==> src/core/pio_pkg.sv <==
// Package: register map, reset values and event layout of the port block
package pio_pkg;

    // Register bus widths
    localparam int ADDR_W = 4;
    localparam int DATA_W = 8;

    // Register offsets
    localparam logic [3:0] NARROW_DATA_OFS = 4'h0;
    localparam logic [3:0] NARROW_DIR_OFS = 4'h1;
    localparam logic [3:0] WIDE_DATA_OFS = 4'h2;
    localparam logic [3:0] WIDE_DIR_OFS = 4'h3;
    localparam logic [3:0] WIDE_DRIVE_OFS = 4'h4;
    localparam logic [3:0] INPUT_PORT_OFS = 4'h5;
    localparam logic [3:0] ANALOG_CTL_OFS = 4'h6;
    localparam logic [3:0] IRQ_STATUS_OFS = 4'h7;
    localparam logic [3:0] IRQ_MASK_OFS = 4'h8;

    // Field positions
    localparam int NARROW_DIR_IN_BIT = 0;
    localparam int WIDE_PUSH_PULL_BIT = 0;
    localparam int ANALOG_EN_BIT = 0;

    // Values after reset
    localparam logic [2:0] NARROW_DATA_RST = 3'h0;
    localparam logic NARROW_DIR_IN_RST = 1'b1;
    localparam logic [7:0] WIDE_DATA_RST = 8'h00;
    localparam logic [7:0] WIDE_DIR_IN_RST = 8'hFF;
    localparam logic WIDE_PUSH_PULL_RST = 1'b0;
    localparam logic ANALOG_EN_RST = 1'b0;
    localparam logic [3:0] IRQ_STATUS_RST = 4'h0;
    localparam logic [3:0] IRQ_MASK_RST = 4'h0;
    localparam logic [7:0] READ_DATA_RST = 8'h00;

    // Cycles the comparator edges stay ignored after power returns from stop
    localparam logic [1:0] STOP_SETTLE_CYCLES = 2'h3;

    // Synchronised input vector layout
    localparam int SYNC_W = 16;
    localparam int IN_LSB = 0;
    localparam int NARROW_LSB = 3;
    localparam int WIDE_LSB = 6;
    localparam int CMP_LSB = 14;

    // Input-only line indices
    localparam int FIRST_LINE = 0;
    localparam int SECOND_LINE = 1;
    localparam int REF_LINE = 2;

    // Interrupt request bit positions
    localparam int IRQ_SECOND_FALL = 0;
    localparam int IRQ_REFERENCE = 1;
    localparam int IRQ_FIRST_FALL = 2;
    localparam int IRQ_RISING = 3;

endpackage : pio_pkg

==> src/core/pio_edge_if.sv <==
// Interface: synchronised levels and edge pulses between synchroniser and top
`timescale 1ns/100ps
interface pio_edge_if;
    logic [pio_pkg::SYNC_W-1:0] level;
    logic [pio_pkg::SYNC_W-1:0] rise;
    logic [pio_pkg::SYNC_W-1:0] fall;

    modport sync_side (output level, output rise, output fall);
    modport user_side (input level, input rise, input fall);
endinterface : pio_edge_if

==> src/core/pio_port_top.sv <==
// Module: three parallel ports with comparator and pin interrupt inputs
// Operation
// - Narrow port direction set for all lines
// - Wide port direction chosen per line
// - Wide outputs share push-pull or open-drain
// - Input port digital or analog, input only
// - Input lines source interrupts and timer input
// - Requests 0-2 falling edge, 3 rising
// - Analog: two comparators, third line reference
// - Comparator two both edges, one falling
// - Analog: comparators replace pins, first drives timer
// - Comparators off frees reference as digital input
// - Comparators unpowered and ignored during stop; the input port still reads their levels
//
// Added by the designer: the address map and the plain strobed port.
`timescale 1ns/100ps
module pio_port_top (
    // Clock and reset
    input wire logic ref_clk_i,
    input wire logic rst_n_i,
    // Register port
    input wire logic [pio_pkg::ADDR_W-1:0] reg_addr_i,
    input wire logic [pio_pkg::DATA_W-1:0] reg_wdata_i,
    input wire logic reg_write_i,
    input wire logic reg_read_i,
    output logic [pio_pkg::DATA_W-1:0] reg_rdata_o,
    // Narrow bidirectional port
    input wire logic [2:0] narrow_bidir_port_lines_i,
    output logic [2:0] narrow_bidir_port_lines_o,
    output logic [2:0] narrow_bidir_port_lines_oe_o,
    // Wide bidirectional port
    input wire logic [7:0] wide_bidir_port_lines_i,
    output logic [7:0] wide_bidir_port_lines_o,
    output logic [7:0] wide_bidir_port_lines_oe_o,
    // Input-only port and comparator results
    input wire logic [2:0] input_only_port_lines_i,
    input wire logic first_comparator_out_i,
    input wire logic second_comparator_out_i,
    output logic comparator_power_o,
    output logic analog_mode_o,
    // Core status
    input wire logic stop_mode_i,
    // Results to the core
    output logic timer_external_input_o,
    output logic [3:0] pin_interrupt_requests_o,
    output logic irq_o
);

    typedef struct packed {
        logic [2:0] narrow_data;
        logic narrow_dir_in;
        logic [7:0] wide_data;
        logic [7:0] wide_dir_in;
        logic wide_push_pull;
        logic analog_en;
        logic [3:0] irq_status;
        logic [3:0] irq_mask;
        logic [7:0] rdata;
        logic [2:0] narrow_pin;
        logic [2:0] narrow_oe;
        logic [7:0] wide_pin;
        logic [7:0] wide_oe;
        logic [2:0] input_eff;
        logic [1:0] stop_settle;
        logic cmp_power;
        logic timer_in;
        logic [3:0] req_pulse;
        logic irq;
    } pio_state_t;

    pio_state_t state_q;
    pio_state_t state_d;

    // Synchronised views of every asynchronous input
    pio_edge_if sync_bus ();

    logic [pio_pkg::SYNC_W-1:0] raw_inputs;

    // Pins and comparator results all come from outside this clock
    assign raw_inputs = {second_comparator_out_i,
                         first_comparator_out_i,
                         wide_bidir_port_lines_i,
                         narrow_bidir_port_lines_i,
                         input_only_port_lines_i};

    // Two flops before anything looks at a line
    pio_sync_edge u_sync (
        .ref_clk_i(ref_clk_i),
        .rst_n_i(rst_n_i),
        .async_i(raw_inputs),
        .edge_o(sync_bus.sync_side)
    );

    // Register address match, shared by the write and read decode
    function automatic logic hit(input logic [pio_pkg::ADDR_W-1:0] addr,
                                 input logic [pio_pkg::ADDR_W-1:0] ofs);
        hit = (addr == ofs);
    endfunction

    // Convenient slices of the synchronised bus
    logic [2:0] in_level;
    logic [2:0] in_rise;
    logic [2:0] in_fall;
    logic [2:0] narrow_level;
    logic [7:0] wide_level;
    logic [1:0] cmp_level;
    logic [1:0] cmp_rise;
    logic [1:0] cmp_fall;

    assign in_level = sync_bus.level[pio_pkg::IN_LSB +: 3];
    assign in_rise = sync_bus.rise[pio_pkg::IN_LSB +: 3];
    assign in_fall = sync_bus.fall[pio_pkg::IN_LSB +: 3];
    assign narrow_level = sync_bus.level[pio_pkg::NARROW_LSB +: 3];
    assign wide_level = sync_bus.level[pio_pkg::WIDE_LSB +: 8];
    assign cmp_level = sync_bus.level[pio_pkg::CMP_LSB +: 2];
    assign cmp_rise = sync_bus.rise[pio_pkg::CMP_LSB +: 2];
    assign cmp_fall = sync_bus.fall[pio_pkg::CMP_LSB +: 2];

    // Comparator edges and the timer input only count when powered and settled
    logic cmp_valid;

    assign cmp_valid = state_q.analog_en && !stop_mode_i &&
                       (state_q.stop_settle == 2'h0);

    // Interrupt request events of this cycle
    logic [3:0] events;

    always_comb begin
        events = 4'h0;
        if (state_q.analog_en) begin
            // Comparator two gives both edges, comparator one falling only
            events[pio_pkg::IRQ_SECOND_FALL] = cmp_valid && cmp_fall[1];
            events[pio_pkg::IRQ_REFERENCE] = cmp_valid && cmp_rise[1];
            events[pio_pkg::IRQ_FIRST_FALL] = cmp_valid && cmp_fall[0];
            events[pio_pkg::IRQ_RISING] = 1'b0;
        end else begin
            // Digital lines: three falling-edge requests, one rising
            events[pio_pkg::IRQ_SECOND_FALL] =
                in_fall[pio_pkg::SECOND_LINE];
            events[pio_pkg::IRQ_REFERENCE] =
                in_fall[pio_pkg::REF_LINE];
            events[pio_pkg::IRQ_FIRST_FALL] =
                in_fall[pio_pkg::FIRST_LINE];
            events[pio_pkg::IRQ_RISING] =
                in_rise[pio_pkg::FIRST_LINE];
        end
    end

    // Next state of the whole block
    always_comb begin
        state_d = state_q;

        // Register writes
        if (reg_write_i) begin
            if (hit(reg_addr_i, pio_pkg::NARROW_DATA_OFS)) begin
                state_d.narrow_data = reg_wdata_i[2:0];
            end
            if (hit(reg_addr_i, pio_pkg::NARROW_DIR_OFS)) begin
                state_d.narrow_dir_in =
                    reg_wdata_i[pio_pkg::NARROW_DIR_IN_BIT];
            end
            if (hit(reg_addr_i, pio_pkg::WIDE_DATA_OFS)) begin
                state_d.wide_data = reg_wdata_i;
            end
            if (hit(reg_addr_i, pio_pkg::WIDE_DIR_OFS)) begin
                state_d.wide_dir_in = reg_wdata_i;
            end
            if (hit(reg_addr_i, pio_pkg::WIDE_DRIVE_OFS)) begin
                state_d.wide_push_pull =
                    reg_wdata_i[pio_pkg::WIDE_PUSH_PULL_BIT];
            end
            if (hit(reg_addr_i, pio_pkg::ANALOG_CTL_OFS)) begin
                state_d.analog_en =
                    reg_wdata_i[pio_pkg::ANALOG_EN_BIT];
            end
            if (hit(reg_addr_i, pio_pkg::IRQ_MASK_OFS)) begin
                state_d.irq_mask = reg_wdata_i[3:0];
            end
        end

        // Read data stands for exactly the cycle after the strobe
        state_d.rdata = 8'h00;
        if (reg_read_i) begin
            case (reg_addr_i)
                pio_pkg::NARROW_DATA_OFS:
                    state_d.rdata = {5'h00, narrow_level};
                pio_pkg::NARROW_DIR_OFS:
                    state_d.rdata = {7'h00, state_q.narrow_dir_in};
                pio_pkg::WIDE_DATA_OFS:
                    state_d.rdata = wide_level;
                pio_pkg::WIDE_DIR_OFS:
                    state_d.rdata = state_q.wide_dir_in;
                pio_pkg::WIDE_DRIVE_OFS:
                    state_d.rdata = {7'h00, state_q.wide_push_pull};
                pio_pkg::INPUT_PORT_OFS:
                    state_d.rdata = {5'h00, state_q.input_eff};
                pio_pkg::ANALOG_CTL_OFS:
                    state_d.rdata = {7'h00, state_q.analog_en};
                pio_pkg::IRQ_STATUS_OFS:
                    state_d.rdata = {4'h0, state_q.irq_status};
                pio_pkg::IRQ_MASK_OFS:
                    state_d.rdata = {4'h0, state_q.irq_mask};
                default:
                    state_d.rdata = 8'h00;
            endcase
        end

        // Sticky status: read clears, a same-cycle event still wins
        if (reg_read_i && hit(reg_addr_i, pio_pkg::IRQ_STATUS_OFS)) begin
            state_d.irq_status = 4'h0;
        end
        state_d.irq_status = state_d.irq_status | events;
        state_d.req_pulse = events;

        // Comparator edges are garbage until power has been back a while
        if (stop_mode_i || !state_q.cmp_power) begin
            state_d.stop_settle = pio_pkg::STOP_SETTLE_CYCLES;
        end else if (state_q.stop_settle != 2'h0) begin
            state_d.stop_settle = state_q.stop_settle - 2'h1;
        end

        // Comparators powered only when enabled and not in stop
        state_d.cmp_power = state_d.analog_en && !stop_mode_i;

        // Effective input port value, the comparators replacing pins
        if (state_q.analog_en) begin
            // Reference line is analog here and reads as zero
            state_d.input_eff[pio_pkg::FIRST_LINE] = cmp_level[0];
            state_d.input_eff[pio_pkg::SECOND_LINE] = cmp_level[1];
            state_d.input_eff[pio_pkg::REF_LINE] = 1'b0;
        end else begin
            state_d.input_eff = in_level;
        end

        // Timer input follows the first line or comparator one
        if (state_q.analog_en) begin
            // Held while the comparator is unpowered
            if (cmp_valid) begin
                state_d.timer_in = cmp_level[0];
            end
        end else begin
            state_d.timer_in = in_level[pio_pkg::FIRST_LINE];
        end

        // Narrow port: one direction bit for all three lines
        state_d.narrow_pin = state_d.narrow_data;
        state_d.narrow_oe = {3{~state_d.narrow_dir_in}};

        // Wide port: open-drain only drives low
        state_d.wide_pin = state_d.wide_data;
        state_d.wide_oe = ~state_d.wide_dir_in &
                          ({8{state_d.wide_push_pull}} |
                           ~state_d.wide_data);

        // Level interrupt from unmasked sticky bits
        state_d.irq = |(state_d.irq_status & state_d.irq_mask);
    end

    // Single register bank; asynchronous reset loads constants only
    always_ff @(posedge ref_clk_i or negedge rst_n_i) begin
        if (!rst_n_i) begin
            state_q.narrow_data <= pio_pkg::NARROW_DATA_RST;
            state_q.narrow_dir_in <= pio_pkg::NARROW_DIR_IN_RST;
            state_q.wide_data <= pio_pkg::WIDE_DATA_RST;
            state_q.wide_dir_in <= pio_pkg::WIDE_DIR_IN_RST;
            state_q.wide_push_pull <= pio_pkg::WIDE_PUSH_PULL_RST;
            state_q.analog_en <= pio_pkg::ANALOG_EN_RST;
            state_q.irq_status <= pio_pkg::IRQ_STATUS_RST;
            state_q.irq_mask <= pio_pkg::IRQ_MASK_RST;
            state_q.rdata <= pio_pkg::READ_DATA_RST;
            state_q.narrow_pin <= 3'h0;
            state_q.narrow_oe <= 3'h0;
            state_q.wide_pin <= 8'h00;
            state_q.wide_oe <= 8'h00;
            state_q.input_eff <= 3'h0;
            state_q.stop_settle <= 2'h0;
            state_q.cmp_power <= 1'b0;
            state_q.timer_in <= 1'b0;
            state_q.req_pulse <= 4'h0;
            state_q.irq <= 1'b0;
        end else begin
            state_q <= state_d;
        end
    end

    // Outputs straight from the register bank
    assign reg_rdata_o = state_q.rdata;
    assign narrow_bidir_port_lines_o = state_q.narrow_pin;
    assign narrow_bidir_port_lines_oe_o = state_q.narrow_oe;
    assign wide_bidir_port_lines_o = state_q.wide_pin;
    assign wide_bidir_port_lines_oe_o = state_q.wide_oe;
    assign comparator_power_o = state_q.cmp_power;
    assign analog_mode_o = state_q.analog_en;
    assign timer_external_input_o = state_q.timer_in;
    assign pin_interrupt_requests_o = state_q.req_pulse;
    assign irq_o = state_q.irq;

endmodule // pio_port_top

==> src/core/pio_sync_edge.sv <==
// Module: two-stage synchroniser and edge detector for asynchronous inputs
`timescale 1ns/100ps
module pio_sync_edge (
    // Clock and reset
    input wire logic ref_clk_i,
    input wire logic rst_n_i,
    // Asynchronous inputs
    input wire logic [pio_pkg::SYNC_W-1:0] async_i,
    // Synchronised results
    pio_edge_if.sync_side edge_o
);

    typedef struct packed {
        logic [pio_pkg::SYNC_W-1:0] meta;
        logic [pio_pkg::SYNC_W-1:0] stable;
        logic [pio_pkg::SYNC_W-1:0] prev;
        logic [2:0] primed;
    } pio_sync_state_t;

    pio_sync_state_t state_q;
    pio_sync_state_t state_d;

    // Shift chain; the meta stage is never examined, stable and prev feed the outputs
    always_comb begin
        state_d = state_q;
        state_d.meta = async_i;
        state_d.stable = state_q.meta;
        state_d.prev = state_q.stable;
        // Chain holds reset zeros for three edges; idle-high pins would
        // otherwise show a false rise right after reset
        state_d.primed = {state_q.primed[1:0], 1'b1};
    end

    always_ff @(posedge ref_clk_i or negedge rst_n_i) begin
        if (!rst_n_i) begin
            state_q <= '0;
        end else begin
            state_q <= state_d;
        end
    end

    // One pulse per edge, since prev follows stable by one cycle
    assign edge_o.level = state_q.stable;
    assign edge_o.rise = state_q.stable & ~state_q.prev &
                         {pio_pkg::SYNC_W{state_q.primed[2]}};
    assign edge_o.fall = ~state_q.stable & state_q.prev &
                         {pio_pkg::SYNC_W{state_q.primed[2]}};

endmodule // pio_sync_edge

==> config.mk <==
export PLATFORM = sky130hd
export DESIGN_NAME = pio_port_top
export DESIGN_NICKNAME = d
export VERILOG_FILES = /design/src/core/pio_pkg.sv /design/src/core/pio_edge_if.sv /design/src/core/pio_port_top.sv /design/src/core/pio_sync_edge.sv
export SDC_FILE = /design/constraint.sdc
export NUM_CORES = 1
export LEC_CHECK = 0
export ABC_AREA = 1
export ABC_CLOCK_PERIOD_IN_PS = 2000
export BUFFER_PORTS_ARGS = -buffer_cell sky130_fd_sc_hd__buf_4
export CAP_MARGIN = 20
export CORE_MARGIN = 1
export CORE_UTILIZATION = 59
export CTS_CLUSTER_SIZE = 40
export DETAILED_ROUTE_END_ITERATION = 10
export HOLD_SLACK_MARGIN = 0.15
export PLACE_DENSITY = 0.91
export SLEW_MARGIN = 20
export SYNTH_ARGS = -nofsm -noshare
export SYNTH_HDL_FRONTEND = slang
export SYNTH_SLANG_ARGS = --single-unit
==> constraint.sdc <==
create_clock -name ref_clk_i -period 2 [get_ports ref_clk_i]
set_input_delay 0.4 -clock ref_clk_i [delete_from_list [all_inputs] [get_ports ref_clk_i]]
set_output_delay 0.4 -clock ref_clk_i [all_outputs]
set_load 0.005 [all_outputs]
Word level (Yosys, flattened, before mapping). Cells that the tools add are included.

Word-level logic and storage cells: 77. Output and inout bits: 38. Register bits: 110. Input port bits: 33.

Equal/unequal tests: 9. Add/subtract/negate cells: 1. Mux-type cells: 17. Reductions and logical operators: 16. Bitwise operators: 13.

Operator list (number): $pmux W8 S9 (1); $and A16 B16 Y16 (4); $not A16 Y16 (2); $mux W8 (3); $mux W19 (1); $eq A4 B3 Y1 const B (4); $mux W4 (4); $not A8 Y8 (2); $and A8 B8 Y8 (1); $eq A4 B2 Y1 const B (2); $or A8 B8 Y8 (1); $logic_and A1 B1 Y1 (7); $mux W1 (5); $and A4 B4 Y4 (1); $eq A4 B1 Y1 const B (1); $eq A4 B4 Y1 const B (1); $logic_not A4 Y1 (1); $mux W2 (2); $or A4 B4 Y4 (1); $reduce_bool A2 Y1 (2); $reduce_or A4 Y1 (1); $mux W3 (1); $logic_not A1 Y1 (2); $logic_not A2 Y1 (1); 5 further kinds (5).

Depth between registers and ports, before layout. Gate-level depths: netlist (run 1).

Word-level depth: 8. Depth in mapped cells: 10. Depth with buffers taken out: 10.

Hierarchy. From an unflattened synthesis (run 1), not the netlist that was laid out.

Cells, all modules: 463. Area total of the unflattened synthesis: 4491.8 µm².

By module, submodules not included: pio_port_top (instances 1, area each 2817.7 µm², cells an instance 328, sequential area each 1487.7 µm²); pio_sync_edge (instances 1, area each 1674.1 µm², cells an instance 135, sequential area each 1276.2 µm²).

Worst setup path before layout (run 1). Ideal clock, no wire load.

Path kind: input-to-reg. From: input reg_addr_i[1] (netlist bit). To: register state_q, in the netlist wide_bidir_port_lines_oe_o[0]. Path slack: 0.690 ns. Data arrival time: 1.178 ns. Stages: 5. Path buffers: 1. Cells stage by stage: nor2_1 -> buf_4 -> nand3_1 -> o21ai_2 -> a21oi_1.

RTL lines: start, declared (line pio_port_top.sv:22) `input wire logic [pio_pkg::ADDR_W-1:0] reg_addr_i,`; end signal, assigned (line pio_port_top.sv:282) `state_q <= state_d;`; end, declared (line pio_port_top.sv:71) `pio_state_t state_q;`.

Worst setup path in the final report (run 1).
From: register state_q, in the netlist analog_mode_o. To: output analog_mode_o.

RTL lines: end, declared (line pio_port_top.sv:40) `output logic analog_mode_o,`.

No word-level cell between the ends.

==> results.py, run 1 <==
metrics = {
    "cells_and_area": {
        "layout_commonest_cell": "nand2_1",
        "nets": 473,
        "fin_area_sq_mm": 0.00458,
        "antenna_cells": 0,
        "final_util_pct": 72.5,
        "area_growth_pct": 19.5,
        "final_cell_mix": "nand2_1 (92), dfrtp_1 (90), buf_4 (74), nand3_1 (35), inv_1 (32)",
        "layout-drive-gt1-share_pct": 24.8,
        "instances_no_fill": 521,
    },
    "pwr": {
        "leakage_nw": 2.35,
        "power_mw": 4.41,
        "vdd_ir_drop_max_v": 0.000611,
        "powerDensity_mw_per_mm2": 962,
    },
    "sta": {
        "maxSlewHeadroom_pct": 64.8,
        "skew_ns": 0.0108,
        "hold_viol": 0,
        "maxSlewViolCount": 0,
        "finalCritPeriodShare_pct": 78.3,
        "setup_viol_count_final": 0,
        "tightest_slew_ns": 0.528,
        "rsz0062_at_grt": "false",
        "tns_ns": 0,
        "fmax_ghz": 0.638,
        "fin_crit_ns": 1.57,
    },
    "yosys": {
        "synthDistinctLibCells": 23,
        "synth-seq-cells": 99,
        "ys_warn_count": 0,
        "synth_area_per_cell_sq_um": 10.2,
        "syn_area_sq_mm": 0.00383,
        "ys_seq_area_share_pct": 64.9,
        "synthCells": 377,
        "syn-num-nets": 411,
    },
    "critical_path": {
        "crit_path_start_kind": "register",
        "cp_cell_sequence": "buf_4",
        "end_kind": "primary output",
        "crit_buf_inv": 1,
        "cp_slowest_cell": "dfrtp_1",
        "r2r_setup_slack_ns": 0.49,
        "cp.arrival_ns": 1.17,
        "cp_max_fo": 15,
        "worstPathRequired_ns": 1.60,
        "slowest_delay_ns": 0.62,
        "path_class": "reg -> out",
        "crit_family": "flip-flops",
    },
    "floorplan": {
        "core_area_sq_mm": 0.00631,
        "fp-row-count": 29,
        "start_util_pct": 60.7,
        "die-area_sq_mm": 0.00682,
        "ios": 71,
        "die_w_um": 82.6,
        "die_h_um": 82.6,
    },
    "grt": {
        "grt_max_degree": 43,
        "grt.total_usage_pct": 22.7,
        "grt_pass1_wl_um": 11000,
        "overflow": 0,
        "grt_pass1_vias": 2412,
        "antenna_found_initial": 0,
    },
    "detailed_routing": {
        "first_iter_violations": 202,
        "wl_per_cell_um": 13.8,
        "ant_nets": 0,
        "dr.pass1.iters": 4,
        "vias": 2619,
        "totalWireLength_um": 7180,
        "vias_per_cell": 5.03,
        "drc": 0,
    },
    "clocking": {
        "clockBufferDepth": 2,
        "cts_sinks": 99,
        "cts_tree": "yes",
        "cts_setup_buffers": 0,
        "path_clk_slew_ns": 0.09,
        "clk_latency_ns": 0.36,
        "cts_buffers": 9,
        "root_buffer": "clkbuf_8",
        "htreeDepth": 3,
    },
    "placement": {
        "dp_cells": 488,
        "dp_hpwl_um": 5110,
        "placed_cell_area_sq_mm": 0.00421,
        "port_buffers": 70,
        "gp_congestion": 0.859,
    },
    "job": {
        "drv_cap": 0,
    },
    "worst_hold_path": {
        "min_path_type": "in -> reg",
    },
    "status": {
        "status": "finished clean",
    },
}
==> logic make-up after synthesis <==
| family | Yosys count | synth area share, % |
|---|---|---|
| other | 1 | 0.0978 |
| AOI/OAI and AO/OA | 41 | 5.52 |
| and+or+nand+nor | 159 | 18.0 |
| adders and majority gates | 1 | 0.326 |
| DFF | 99 | 64.9 |
| buffers and inverters | 76 | 11.2 |
==> stage by stage <==
| stage | hold slack (ns) | worst slack (ns) |
|---|---|---|
| 2_1_floorplan | 0.104 | 0.690 |
| 4_1_cts | 0.167 | 0.409 |
| 5_1_grt | 0.179 | 0.329 |
| 3_5_place_dp | 0.335 | 0.315 |
| 6_report | 0.186 | 0.433 |
| 3_3_place_gp | 0.331 | 0.391 |
==> where the power goes <==
group | switching, mW | total, mW | internal, mW
clock | 0.654 | 1.27 | 0.617
combinational | 0.360 | 0.702 | 0.343
sequential | 0.142 | 2.43 | 2.29
==> layout make-up <==
| class | instances | area, sq um |
|---|---|---|
| Tap cell | 77 | 96.3 |
| Sequential cell | 99 | 2490 |
| Multi-Input combinational cell | 202 | 916 |
| Clock buffer | 11 | 141 |
| Inverter | 35 | 131 |
| Clock inverter | 5 | 60.1 |
| Fill cell | 479 | 1730 |
| Timing Repair Buffer | 92 | 746 |
==> routing by layer <==
layer	vias up	part of all wire [%]	GRT usage, %	wire length (um)
met2	78	49	35.2	3520
met5	-	0	0	0
met3	13	5.5	4.62	393
met1	1252	43	30.0	3100
met4	0	2.4	12.6	170
li1	1276	-	-	-
==> what timing repair did <==
| action | CTS | global route |
|---|---|---|
| endpoints found under the hold margin | 49 | 0 |
| setup endpoints to repair | 0 | 0 |
| hold buffers | 17 | 0 |
| resized for setup | 0 | 0 |
==> flip-flops by register name, indices dropped and copies added (netlist names), 3 cells and up <==
register and flops:
u_sync.state_d 18, wide_bidir_port_lines_oe_o 8, narrow_bidir_port_lines_o 3, reg_rdata_o 8, pin_interrupt_requests_o 4, u_sync.state_q 6
u_sync.edge_o.level 16, wide_bidir_port_lines_o 8, state_q 23
==> synth_stat cells <==
cell type | number | area share [%]
nand2_1 | 92 | 9.0
dfrtp_1 | 90 | 59
buf_4 | 35 | 6.9
nand3_1 | 35 | 4.6
inv_1 | 32 | 3.1
nor2_1 | 20 | 2.0
o21ai_0 | 18 | 2.3
a21oi_1 | 17 | 2.2
dfstp_2 | 9 | 6.2
buf_2 | 4 | 0.52
nand4_1 | 4 | 0.65
inv_2 | 3 | 0.29
nor2_2 | 3 | 0.49
nor2_4 | 3 | 0.88
o21ai_1 | 3 | 0.39
a31oi_1 | 2 | 0.33
buf_6 | 1 | 0.29
clkbuf_1 | 1 | 0.098
conb_1 | 1 | 0.098
ha_1 | 1 | 0.33
nand3_2 | 1 | 0.26
nor3_1 | 1 | 0.13
o21ai_2 | 1 | 0.23
==> worst paths after layout <==
kind / startpoint / to / cells past startpoint
worst min register to register: u_sync.state_d[2] / u_sync.state_q[2] / 0
worst min-delay path: stop_mode_i / comparator_power_o / 2
worst max-delay path: analog_mode_o / analog_mode_o / 1
max in group asynchronous: rst_n_i / state_q[45] / 3
worst max register to register: state_q[7] / irq_o / 10
min in group asynchronous: rst_n_i / wide_bidir_port_lines_o[2] / 2
Power figures use the tool's default switching activity.
==> run 2, diff against run 1 <==
- ABC_CLOCK_PERIOD_IN_PS: 2000 -> 1400
- CORE_UTILIZATION: 59 -> 49
- PLACE_DENSITY: 0.91 -> 0.82
- clock period: 2 -> 1.4 ns (I/O delays scaled with it)
==> run 2 against run 1 <==
  * Clock power rose by 42%
  * Clock skew barely moved
  * First-iteration DRC count fell by 3.5%
  * Total power rose by 45%
  * Worst hold slack got worse by 0.0065 ns
  * Non-clock buffer count rose by 18
  * Sequential share of layout area fell by 2.7 points
  * Highest routed layer unchanged
==> results.py, run 2 (synthesis results as in run 1) <==
metrics = {
    "detailed_routing": {
        "vias": 2741,
        "wl_per_cell_um": 12.9,
        "totalWireLength_um": 7230,
        "first_iter_violations": 195,
        "ant_nets": 0,
        "dr.pass1.iters": 5,
        "vias_per_cell": 4.89,
        "drc": 0,
    },
    "floorplan": {
        "die_w_um": 90.5,
        "die-area_sq_mm": 0.00818,
        "fp-row-count": 31,
        "start_util_pct": 51.7,
        "ios": 71,
        "core_area_sq_mm": 0.00741,
        "die_h_um": 90.5,
    },
    "clocking": {
        "cts_buffers": 9,
        "htreeDepth": 3,
        "clk_latency_ns": 0.35,
        "path_clk_slew_ns": 0.09,
        "clockBufferDepth": 2,
        "cts_tree": "yes",
        "cts_sinks": 99,
        "root_buffer": "clkbuf_8",
    },
    "cells_and_area": {
        "final_cell_mix": "dfrtp_1 (90), nand2_1 (89), buf_4 (88), nand3_1 (34), inv_1 (30)",
        "antenna_cells": 0,
        "regArea_sq_mm": 0.00249,
        "num-fill-cells": 578,
        "area_growth_pct": 25.7,
        "layout-drive-gt1-share_pct": 30.1,
        "largest-register": "state_q",
        "largest_reg_flops": 23,
        "nets": 491,
        "layout_commonest_cell": "dfrtp_1",
        "multi_input_area_sq_um": 963,
    },
    "pwr": {
        "vdd_ir_drop_max_v": 0.000708,
        "power_mw": 6.38,
        "leakage_nw": 2.44,
        "powerDensity_mw_per_mm2": 1320,
    },
    "sta": {
        "finalCritPeriodShare_pct": 96.2,
        "maxSlewViolCount": 0,
        "holdWs_ns": 0.179,
        "fin_crit_ns": 1.35,
        "skew_ns": 0.0105,
        "fmax_ghz": 0.743,
        "rsz0062_at_grt": "true",
        "setup_viol_count_final": 0,
        "hold_viol": 0,
    },
    "critical_path": {
        "ff2ff_path_depth": 10,
        "worstPathRequired_ns": 1.69,
        "rr_endpoint": "irq_o",
        "path_class": "in -> reg",
        "cp_max_fo": 4,
        "r2r_start": "state_q[7]",
        "cp.arrival_ns": 1.64,
        "r2r_setup_slack_ns": 0.09,
        "crit_path_start_kind": "primary input",
        "end_kind": "register",
    },
    "grt": {
        "met3_usage_pct": 3.79,
        "overflow": 0,
        "grt_pass1_vias": 2676,
        "antenna_found_initial": 0,
        "busiest_layer": "met2",
        "grt_pass1_wl_um": 12500,
        "grt_max_degree": 33,
        "grt_util_met2_pct": 31.4,
        "grt.total_usage_pct": 19.6,
        "use_met1_pct": 25.9,
    },
    "worst_hold_path": {
        "hp-start": "reg_read_i",
        "hold_end": "reg_rdata_o[0]",
        "holdPathStages": 3,
        "min_path_type": "in -> reg",
    },
    "placement": {
        "port_buffers": 70,
        "dp_hpwl_um": 5350,
        "gp_congestion": 0.816,
    },
    "status": {
        "status": "finished clean",
    },
    "job": {
        "drv_cap": 0,
    },
}
==> run 2: cell count changes in the layout (fill, tap and decap cells not counted), moves of 2 or more <==
cell | before | now
buf_4 | 74 | 88
nor2_1 | 20 | 14
nor2_2 | 3 | 9
nand2_1 | 92 | 89
nand2_2 | 0 | 3
buf_12 | 1 | 3
dlygate4sd3_1 | 17 | 19
inv_1 | 32 | 30
inv_2 | 3 | 5
==> run 2: through the flow <==
step           std cells  util [%]  setup TNS (ns)  instance area, sq um  worst slack (ns)
6_report             561      65.1               0                  4820            0.0538
5_1_grt              561      65.1         -0.0336                  4820           -0.0336
4_1_cts              558      64.3               0                  4760            0.0259
3_5_place_dp         523      58.8          -0.208                  4360           -0.0738
3_3_place_gp         523      58.8         -0.0165                  4360          -0.00850
2_1_floorplan        377         -               0                  3830             0.135
==> run 2: layout make-up <==
type                            count  share of cell area, %
Sequential cell                    99                   51.6
Tap cell                           99                   2.57
Multi-Input combinational cell    202                   20.0
Timing Repair Buffer              110                   18.9
Clock buffer                       11                   2.93
Clock inverter                      5                   1.25
Inverter                           35                   2.73
==> run 2: how the worst max path moves through the flow <==
| stage | endpoint | start | cells after the start | slack [ns] |
|---|---|---|---|---|
| 2_1_floorplan | irq_o | state_q[7] | 10 | 0.13 |
| 3_3_place_gp | wide_bidir_port_lines_oe_o[3] | reg_addr_i[3] | 7 | -0.008 |
| 3_5_place_dp | irq_o | state_q[8] | 10 | -0.07 |
| 4_1_cts | analog_mode_o | analog_mode_o | 2 | 0.03 |
| 5_1_grt | irq_o | stop_mode_i | 11 | -0.03 |
| 6_report | irq_o | stop_mode_i | 11 | 0.05 |
==> run 2: power breakdown <==
part           switching (mW)  total [mW]  internal, mW  leakage [nW]
sequential              0.184        3.46          3.27          1.18
clock                   0.917        1.80         0.885         0.100
combinational           0.563        1.12         0.558          1.16
total                    1.66        6.38          4.72          2.44
==> run 2: critical path: stages <==
cell,delay [ns]
dlygate4sd3_1,0.54
buf_4,0.14
inv_1,0.10
nand3_4,0.10
nor2_2,0.13
nor2_2,0.06
nand2_1,0.09
nand2_1,0.07
nand2_1,0.07
inv_1,0.04
nand2_1,0.04
==> run 2: timing repair <==
item,CTS,global route
pin swaps,1,3
buffers inserted,0,3
endpoints found under the setup margin,1,2
gates resized for setup,4,11
hold buffers,19,0
hold endpoints to repair,37,0
==> run 2: layer usage <==
metal | vias up | part of all wire [%]
li1 | 1325 | -
met1 | 1295 | 42
met2 | 108 | 49
met3 | 13 | 6.2
met4 | 0 | 2.4
met5 | - | 0
